## src/pkg/ubr_pkg.sv

```systemverilog
package ubr_pkg;
    // ------------------------------------------------------------
    // Register map
    // ------------------------------------------------------------
    localparam int CHANNELS = 2;
    localparam int AW = 32;
    localparam int DW = 8;
    localparam logic [AW-1:0] ADDR_MODE_CH1 = 32'hfffffa2e;
    localparam logic [AW-1:0] ADDR_MODE_CH2 = 32'hfffffa4e;
    localparam logic [AW-1:0] ADDR_CMP_CH1 = 32'hfffffa30;
    localparam logic [AW-1:0] ADDR_CMP_CH2 = 32'hfffffa50;
    localparam logic [AW-1:0] ADDR_SRC_CH1 = 32'hfffffa31;
    localparam logic [AW-1:0] ADDR_SRC_CH2 = 32'hfffffa51;
    // ------------------------------------------------------------
    // Fields and reset values
    // ------------------------------------------------------------
    localparam int MODE_EN_BIT = 7;
    localparam int MODE_SEL_LSB = 0;
    localparam int MODE_SEL_W = 2;
    localparam int SRC_BIT = 0;
    localparam logic [DW-1:0] MODE_RST = 8'h00;
    localparam logic [DW-1:0] CMP_RST = 8'h00;
    localparam logic SRC_RST = 1'b0;
    // ------------------------------------------------------------
    // Counts
    // ------------------------------------------------------------
    localparam int PRE_W = 4;
    localparam int SMP_W = 4;
    localparam logic [SMP_W-1:0] SMP_LAST = 4'hf;
    localparam logic [DW-1:0] CNT_STEP = 8'h01;
    localparam logic [PRE_W-1:0] PRE_STEP = 4'h1;
    localparam logic [SMP_W-1:0] SMP_STEP = 4'h1;
    typedef enum logic [1:0] {SEL_DIV2, SEL_DIV4, SEL_DIV8, SEL_DIV16} ubr_sel_t;
    typedef enum logic [1:0] {KIND_MODE, KIND_CMP, KIND_SRC} ubr_kind_t;
endpackage

```

## src/hdl/ubr_baud_gen.sv

```systemverilog
// Chosen here: the plain strobed port.
`timescale 1ns/10ps
module ubr_baud_gen (
    // Clock and reset
    input wire logic MCLK,
    input wire logic SYS_RST,
    // Register port
    input wire logic [ubr_pkg::AW-1:0] ADDR,
    input wire logic [ubr_pkg::DW-1:0] WDATA,
    input wire logic [ubr_pkg::DW-1:0] BIT_MASK,
    input wire logic WR,
    input wire logic RD,
    output logic [ubr_pkg::DW-1:0] RDATA,
    // Receiver side
    input wire logic [ubr_pkg::CHANNELS-1:0] RX_START,
    output logic [ubr_pkg::CHANNELS-1:0] RX_SAMPLE,
    // Serial clock outputs
    output logic [ubr_pkg::CHANNELS-1:0] BAUD_OUT,
    output logic [ubr_pkg::CHANNELS-1:0] SER_CLK
);

    // ------------------------------------------------------------
    // State
    // ------------------------------------------------------------
    typedef struct packed {
        logic en;
        logic [ubr_pkg::MODE_SEL_W-1:0] sel;
        logic [ubr_pkg::DW-1:0] cmp;
        logic src;
        logic [ubr_pkg::PRE_W-1:0] pre;
        logic [ubr_pkg::DW-1:0] cnt;
        logic baud;
        logic sclk;
        logic [ubr_pkg::SMP_W-1:0] smp;
        logic sample;
    } ubr_ch_t;

    typedef struct packed {
        ubr_ch_t [ubr_pkg::CHANNELS-1:0] ch;
        logic [ubr_pkg::DW-1:0] rdata;
    } ubr_state_t;

    ubr_state_t q;
    ubr_state_t d;
    logic [ubr_pkg::CHANNELS-1:0] match;
    logic [ubr_pkg::CHANNELS-1:0] tick;

    // ------------------------------------------------------------
    // Helpers
    // ------------------------------------------------------------
    function automatic logic [ubr_pkg::AW-1:0] reg_addr(input int ch, input ubr_pkg::ubr_kind_t kind);
        logic [ubr_pkg::AW-1:0] a;
        case (kind)
            ubr_pkg::KIND_MODE: a = (ch == 0) ? ubr_pkg::ADDR_MODE_CH1 : ubr_pkg::ADDR_MODE_CH2;
            ubr_pkg::KIND_CMP: a = (ch == 0) ? ubr_pkg::ADDR_CMP_CH1 : ubr_pkg::ADDR_CMP_CH2;
            default: a = (ch == 0) ? ubr_pkg::ADDR_SRC_CH1 : ubr_pkg::ADDR_SRC_CH2;
        endcase
        return a;
    endfunction

    // Count clock enable from the channel prescaler, held at zero while disabled
    function automatic logic pre_tick(input logic [ubr_pkg::PRE_W-1:0] pre,
                                      input logic [ubr_pkg::MODE_SEL_W-1:0] sel);
        logic t;
        case (ubr_pkg::ubr_sel_t'(sel))
            ubr_pkg::SEL_DIV2: t = pre[0];
            ubr_pkg::SEL_DIV4: t = &pre[1:0];
            ubr_pkg::SEL_DIV8: t = &pre[2:0];
            default: t = &pre[3:0];
        endcase
        return t;
    endfunction

    // Zero wraps to the last count of 256
    function automatic logic [ubr_pkg::DW-1:0] last_count(input logic [ubr_pkg::DW-1:0] cmp);
        return cmp - ubr_pkg::CNT_STEP;
    endfunction

    // ------------------------------------------------------------
    // Next state
    // ------------------------------------------------------------
    always_comb begin
        d = q;
        d.rdata = '0;
        match = '0;
        tick = '0;
        for (int i = 0; i < ubr_pkg::CHANNELS; i++) begin
            // Counter and baud output
            if (!q.ch[i].en) begin
                d.ch[i].pre = '0;
                d.ch[i].cnt = '0;
                d.ch[i].baud = 1'b0;
            end else begin
                d.ch[i].pre = q.ch[i].pre + ubr_pkg::PRE_STEP;
                tick[i] = pre_tick(q.ch[i].pre, q.ch[i].sel);
                if (tick[i]) begin
                    if (q.ch[i].cnt == last_count(q.ch[i].cmp)) begin
                        match[i] = 1'b1;
                        d.ch[i].cnt = '0;
                        d.ch[i].baud = ~q.ch[i].baud;
                    end else begin
                        d.ch[i].cnt = q.ch[i].cnt + ubr_pkg::CNT_STEP;
                    end
                end
            end
            // One serial clock enable serves transmit and receive alike
            if (q.ch[i].src) begin
                d.ch[i].sclk = match[i] & ~q.ch[i].baud;
            end else begin
                d.ch[i].sclk = 1'b1;
            end
            // Receive sample timing
            d.ch[i].sample = 1'b0;
            if (RX_START[i]) begin
                d.ch[i].smp = '0;
            end else if (q.ch[i].sclk) begin
                d.ch[i].smp = q.ch[i].smp + ubr_pkg::SMP_STEP;
                d.ch[i].sample = (q.ch[i].smp == ubr_pkg::SMP_LAST);
            end
            // Register writes
            if (WR && ADDR == reg_addr(i, ubr_pkg::KIND_MODE)) begin
                if (BIT_MASK[ubr_pkg::MODE_EN_BIT]) begin
                    d.ch[i].en = WDATA[ubr_pkg::MODE_EN_BIT];
                end
                for (int b = 0; b < ubr_pkg::MODE_SEL_W; b++) begin
                    if (BIT_MASK[ubr_pkg::MODE_SEL_LSB + b]) begin
                        d.ch[i].sel[b] = WDATA[ubr_pkg::MODE_SEL_LSB + b];
                    end
                end
            end
            if (WR && ADDR == reg_addr(i, ubr_pkg::KIND_CMP)) begin
                d.ch[i].cmp = WDATA;
                d.ch[i].cnt = '0;
            end
            if (WR && ADDR == reg_addr(i, ubr_pkg::KIND_SRC)) begin
                d.ch[i].src = WDATA[ubr_pkg::SRC_BIT];
            end
            // Register reads; unused mode bits stay zero
            if (RD && ADDR == reg_addr(i, ubr_pkg::KIND_MODE)) begin
                d.rdata[ubr_pkg::MODE_EN_BIT] = q.ch[i].en;
                d.rdata[ubr_pkg::MODE_SEL_LSB +: ubr_pkg::MODE_SEL_W] = q.ch[i].sel;
            end
            if (RD && ADDR == reg_addr(i, ubr_pkg::KIND_CMP)) begin
                d.rdata = q.ch[i].cmp;
            end
            if (RD && ADDR == reg_addr(i, ubr_pkg::KIND_SRC)) begin
                d.rdata[ubr_pkg::SRC_BIT] = q.ch[i].src;
            end
        end
    end

    // ------------------------------------------------------------
    // Registers
    // ------------------------------------------------------------
    // All reset values (mode, compare, source) are zero
    always_ff @(posedge MCLK) begin
        if (SYS_RST) begin
            q <= '0;
        end else begin
            q <= d;
        end
    end

    always_comb begin
        RDATA = q.rdata;
        for (int i = 0; i < ubr_pkg::CHANNELS; i++) begin
            BAUD_OUT[i] = q.ch[i].baud;
            SER_CLK[i] = q.ch[i].sclk;
            RX_SAMPLE[i] = q.ch[i].sample;
        end
    end

    for (genvar g = 0; g < ubr_pkg::CHANNELS; g++) begin : g_chk

    end
endmodule

```

## config.mk

```make
export PLATFORM = sky130hd
export DESIGN_NAME = ubr_baud_gen
export DESIGN_NICKNAME = d
export VERILOG_FILES = /design/src/pkg/ubr_pkg.sv /design/src/hdl/ubr_baud_gen.sv
export SDC_FILE = /design/constraint.sdc
export NUM_CORES = 1
export LEC_CHECK = 0
export ABC_AREA = 1
export BUFFER_PORTS_ARGS = -buffer_cell sky130_fd_sc_hd__buf_2
export CORE_ASPECT_RATIO = 0.8
export CORE_MARGIN = 10
export CORE_UTILIZATION = 50
export DETAILED_ROUTE_END_ITERATION = 8
export GPL_ROUTABILITY_DRIVEN = 1
export PLACE_DENSITY = 0.73
export SLEW_MARGIN = 20
export SYNTH_ARGS = -nofsm -noshare
export SYNTH_HDL_FRONTEND = slang
export SYNTH_SLANG_ARGS = --single-unit
```

## constraint.sdc

```tcl
create_clock -name MCLK -period 2 [get_ports MCLK]
set_input_delay 0.4 -clock MCLK [delete_from_list [all_inputs] [get_ports MCLK]]
set_output_delay 0.4 -clock MCLK [all_outputs]
set_load 0.01 [all_outputs]
```

# After elaboration in Yosys (flattened, before gate mapping)
# Cells that the tools add are included.
# word_totals
elab_cells	111
out_inout_bits	14
inputBits	54
reg_bits	70
# classes
add_sub_neg	8
n_mux	22
n_reduce_logical	36
bitwise	8
n_eq_ne	14
# ops
operator	n
equality test 32 bit (second input constant)	6
2-to-1 mux 8 bit	4
AND reduction 2 bit	10
adder 4 x 1 -> 4 bit (second input constant)	4
adder 8 x 1 -> 8 bit (second input constant)	2
equality test 8 bit	2
subtractor 8 x 1 -> 8 bit (second input constant)	2
2-to-1 mux 1 bit	14
logical AND 1 bit	12
OR reduction 3 bit	4
equality test 4 bit (second input constant)	2
AND reduction 4 bit	2
OR reduction 2 bit	4
NOT 1 bit	6
case mux 1 bit (3 select lines)	2
AND reduction 3 bit	2
equality test 2 x 1 -> 1 bit (second input constant)	2
equality test 2 bit (second input constant)	2
zero test 2 bit	2
2-to-1 mux 2 bit	2
bitwise AND 1 bit	2

# Logic depth before layout (Yosys ltp)
# depth
ltp_word	8
ltp_mapped	12
mapped_depth_nobuf	11

# Worst setup path after synthesis
# No wires, ideal clock.
# synth_path
path_kind	flip-flop to flip-flop
startpoint	register q[28] (netlist name)
endpoint	register q[15] (netlist name)
arrival_ps	1499
path_slack_ps	436
setup_ps	66
t_required_ps	1934
period_less_slack_ps	1564
stages_incl_launch_ff	11
path_cell_list	dfxtp_1 inv_1 ha_1 or2_2 nand4_1 nor2_1 nand2_1 nor2_1 nand4_1 nand3_2 nor2_1
# synth_between
elab_chain_len	3
# synth_rtl
item	line_no	text
start, declared	ubr_baud_gen.sv:43	ubr_state_t q;
start signal, assigned	ubr_baud_gen.sv:158	q <= '0;
start signal, assigned	ubr_baud_gen.sv:160	q <= d;
subtractor 8 x 1 -> 8 bit	ubr_baud_gen.sv:76	return cmp - ubr_pkg::CNT_STEP;
equality test 8 bit	ubr_baud_gen.sv:97	if (q.ch[i].cnt == last_count(q.ch[i].cmp)) begin
2-to-1 mux 8 bit	ubr_baud_gen.sv:97	
# Every way passes these cells.
# A chain may end at the register's enable or synchronous reset.

# Final worst setup path
# layout_path
startpoint	register q[28] (netlist name)
endpoint	register q[22] (netlist name)
# Same word-level chain as after synthesis.

==> impl_metrics.csv <==
group,metric,value,unit
grt,grt_pass1_vias,3432,
drt,drt-initial-drc-count,161,
yosys,ys_seq_area_share,36.3,%
clock_network,max-clock-path-buffers,2,
die,io_pins,68,
yosys,yosysUniqueCellTypes,38,
critical_path,worstPathRequired,2.24,ns
clock_network,cts-buffers-inserted,9,
yosys,synth-seq-cells,70,
cells_and_area,nFillCells,748,
placement,pre_cts_ws,0.191,ns
flow_run,maxCapViolations,0,
cells_and_area,fin_cells,703,
sta,fin_crit,1.81,ns
drt,firstDrtPassIters,4,
yosys,synth_fp_nets,603,
grt,grtUsageTotal,15.1,%
drt,vias_per_cell,4.91,
clock_network,ctsHoldBuffers,0,
die,core-area,7460,sq um
drt,wl_per_cell,12.3,um
clock_network,cts_tree,"done",
clock_network,cts_max_level,3,
sta,hold_violations,0,
hold_path,worst_hold_path_type,"input port to flop",
die,die-height,98.6,um
grt,grt_first_pass_wirelength,15000,um
clock_network,insertion_delay,0.35,ns
sta,final_max_slew_viol_count,0,
grt,antenna_found_initial,0,
power_and_ir_drop,powerDensity,665,nW/um^2
sta,finalSetupTns,0,ns
clock_network,cts_root_buffer,"clkbuf_8",
cells_and_area,final-seq-area,1400,sq um
sta,tightest_slew,0.565,ns
sta,worst_slack,0.187,ns
yosys,yosys_warnings,0,
yosys,syn_area_per_cell,7.15,sq um
placement,place_area,4170,sq um
sta,period_share,90.7,%
sta,slew_headroom,62.3,%
hold_path,hold_depth,2,
sta,fin_skew,0.00726,ns
cells_and_area,postLayoutCellArea,4430,sq um
placement,place_inst,687,
yosys,synth.area.top_cells,"dfxtp_1, nand2_1, nor2_1",
outcome,status,"finished, final reports clean",
critical_path,rr_endpoint,"q[22]$_SDFFE_PP0N_",
die,die_w,118,um
die,initial_utilization,51.7,%
die,rows,28,
critical_path,start_kind,"flop",
critical_path,arrival,2.05,ns
cells_and_area,drive_gt1_share,18.6,%
yosys,synthesis.area,3860,sq um
grt,gr-total-overflow,0,
hold_path,min_delay_worst_endpoint,"RX_SAMPLE[0]$_SDFF_PP0_",
drt,ant_nets,0,
cells_and_area,fin_nets,657,
placement,io_buffers,62,
cells_and_area,n_antenna_cell,0,
critical_path,cp_max_fo,6,
drt,drc,0,
cells_and_area,syn_to_final_growth,14.8,%
sta,max_freq,552,MHz
critical_path,rrSetupSlack,0.19,ns
clock_network,postCtsSetupRepairBufs,0,
yosys,synth_top_area_share,36.3,%
critical_path,timing.rr.start,"q[28]$_SDFFE_PP0P_",
yosys,syn_inst,539,
placement,dp_hpwl,6850,um
drt,drt-total-wl,8680,um
drt,vias,3450,
placement,gp_congestion,0.869,
power_and_ir_drop,ir_worst_vdd,0.319,mV
critical_path,crit_path_end_kind,"flop",
critical_path,worst_r2r_path_depth,10,
cells_and_area,multi_input_area,2060,sq um
sta,finalSetupViolCount,0,
power_and_ir_drop,power.total,2.94,mW
critical_path,critPathKind,"flop to flop",
clock_network,clock-sinks,70,
grt,grt_max_degree,23,
power_and_ir_drop,power_leakage,1.90,nW
die,die-area,11600,sq um
clock_network,path_clk_slew,0.07,ns
hold_path,hold_path_startpoint,"RX_START[0]",
yosys,yosysTopAreaCell,"dfxtp_1",
through the flow:
stage	hold slack (ns)	utilization [%]
2_1_floorplan	0.430	-
3_3_place_gp	0.447	55.8
3_5_place_dp	0.458	55.8
4_1_cts	0.217	59.2
5_1_grt	0.209	59.3
6_report	0.225	59.3
cells in the final DEF (no fill, tap or decap), types with 2 or more instances in the layout:
master and n:
nand2_1 100, nor2_1 81, dfxtp_1 69, inv_1 63
buf_2 62, a21oi_1 33, nand3_1 30, o21ai_0 28
xor2_1 22, nand4_1 17, xnor2_1 11, clkbuf_8 11
ha_1 9, nor3_1 8, nor2_4 5, nand3_2 5
nand2_2 4, inv_2 3, nor2_2 3, bufinv_16 3
buf_4 3, a211oi_1 2, o21ai_1 2, or2_2 2
nor4_1 2, a21oi_2 2, clkbuf_1 2
flip-flops by register name, indices dropped and copies added, names as in the netlist:
register   cells
BAUD_OUT       2
RDATA          8
RX_SAMPLE      2
SER_CLK        2
q             56
layer usage:
metal / share of wire (%) / global-route usage (%) / up-vias
met4: 1.4 / 4.46 / 0
met2: 42 / 23.5 / 95
met5: 0 / 0 / -
met1: 49 / 19.0 / 1521
li1: - / - / 1824
met3: 6.9 / 5.87 / 10
timing repair:
action | 4_1_cts | 5_1_grt
hold endpoints to repair | 0 | 0
endpoints found under the setup margin | 0 | 15
resized for setup | 0 | 3
power by group:
group | total [mW] | internal, mW | switching (mW)
clock network | 1.41 | 0.898 | 0.513
logic | 0.127 | 0.0535 | 0.0737
registers | 1.40 | 1.40 | 0.00597
worst max-delay path by stage:
stage	startpoint	endpoint	slack (ns)	cells past startpoint
floorplan	q[28]$_SDFFE_PP0P_	q[15]$_SDFFE_PP0N_	0.44	10
global placement	ADDR[17]	q[37]$_SDFFE_PP0P_	0.24	10
detailed placement	q[59]$_SDFFE_PP0P_	q[46]$_SDFFE_PP0P_	0.19	10
CTS	q[28]$_SDFFE_PP0P_	q[22]$_SDFFE_PP0N_	0.16	10
global route	q[28]$_SDFFE_PP0P_	q[19]$_SDFFE_PP0N_	-0.0003	10
finish	q[28]$_SDFFE_PP0P_	q[22]$_SDFFE_PP0N_	0.19	10
synthesized netlist by cell type:
cell type / n
nand3_1: 30
a211oi_1: 2
o21ai_1: 2
ha_1: 10
inv_2: 3
nor3_1: 8
nand4_1: 17
nor4_1: 2
inv_1: 63
nor3b_2: 1
nor2_4: 5
or2_2: 2
o21ai_0: 28
nor3b_1: 1
nand3_2: 5
xor2_1: 22
dfxtp_1: 70
mux2i_1: 1
clkinv_2: 1
o21ai_2: 1
clkbuf_1: 5
and2_1: 1
nand2_2: 4
o21bai_1: 1
nor2_2: 3
buf_6: 2
nor2b_1: 1
nand2_1: 100
nand3b_1: 1
o21bai_4: 1
xnor2_1: 12
nand3b_2: 1
xnor3_1: 1
a21oi_2: 2
a21oi_1: 33
a21o_1: 1
nor2_1: 81
buf_4: 15
final cells by class:
cell class                      instances  share of cell area, %
Timing Repair Buffer                   65                   7.52
Inverter                               67                   5.71
Clock buffer                           13                   3.59
Sequential cell                        70                   31.7
Tap cell                              105                   2.97
Multi-Input combinational cell        380                   46.5
Clock inverter                          3                   2.04
worst max-delay path: stages (launching register included):
cell	delay (ns)
dfxtp_2	0.34
inv_1	0.12
ha_2	0.24
nand2_1	0.11
xor2_1	0.16
nand2_1	0.10
nand2_1	0.07
nor2_1	0.13
nand4_1	0.18
nand3_2	0.19
nor2_1	0.05
logic make-up (layout without fill, tap and decap cells):
group | count (synthesis) | in the layout | share of synthesized area (%)
AOI/OAI and AO/OA | 71 | 71 | 10.1
xor gates and xnor gates | 35 | 35 | 8.31
adders and majority gates | 10 | 10 | 3.24
buffers and inverters | 89 | 148 | 10.5
DFF | 70 | 70 | 36.3
muxes | 1 | 1 | 0.260
and+or+nand+nor | 263 | 263 | 31.2
Note: power is estimated with default switching activity, not from simulation.
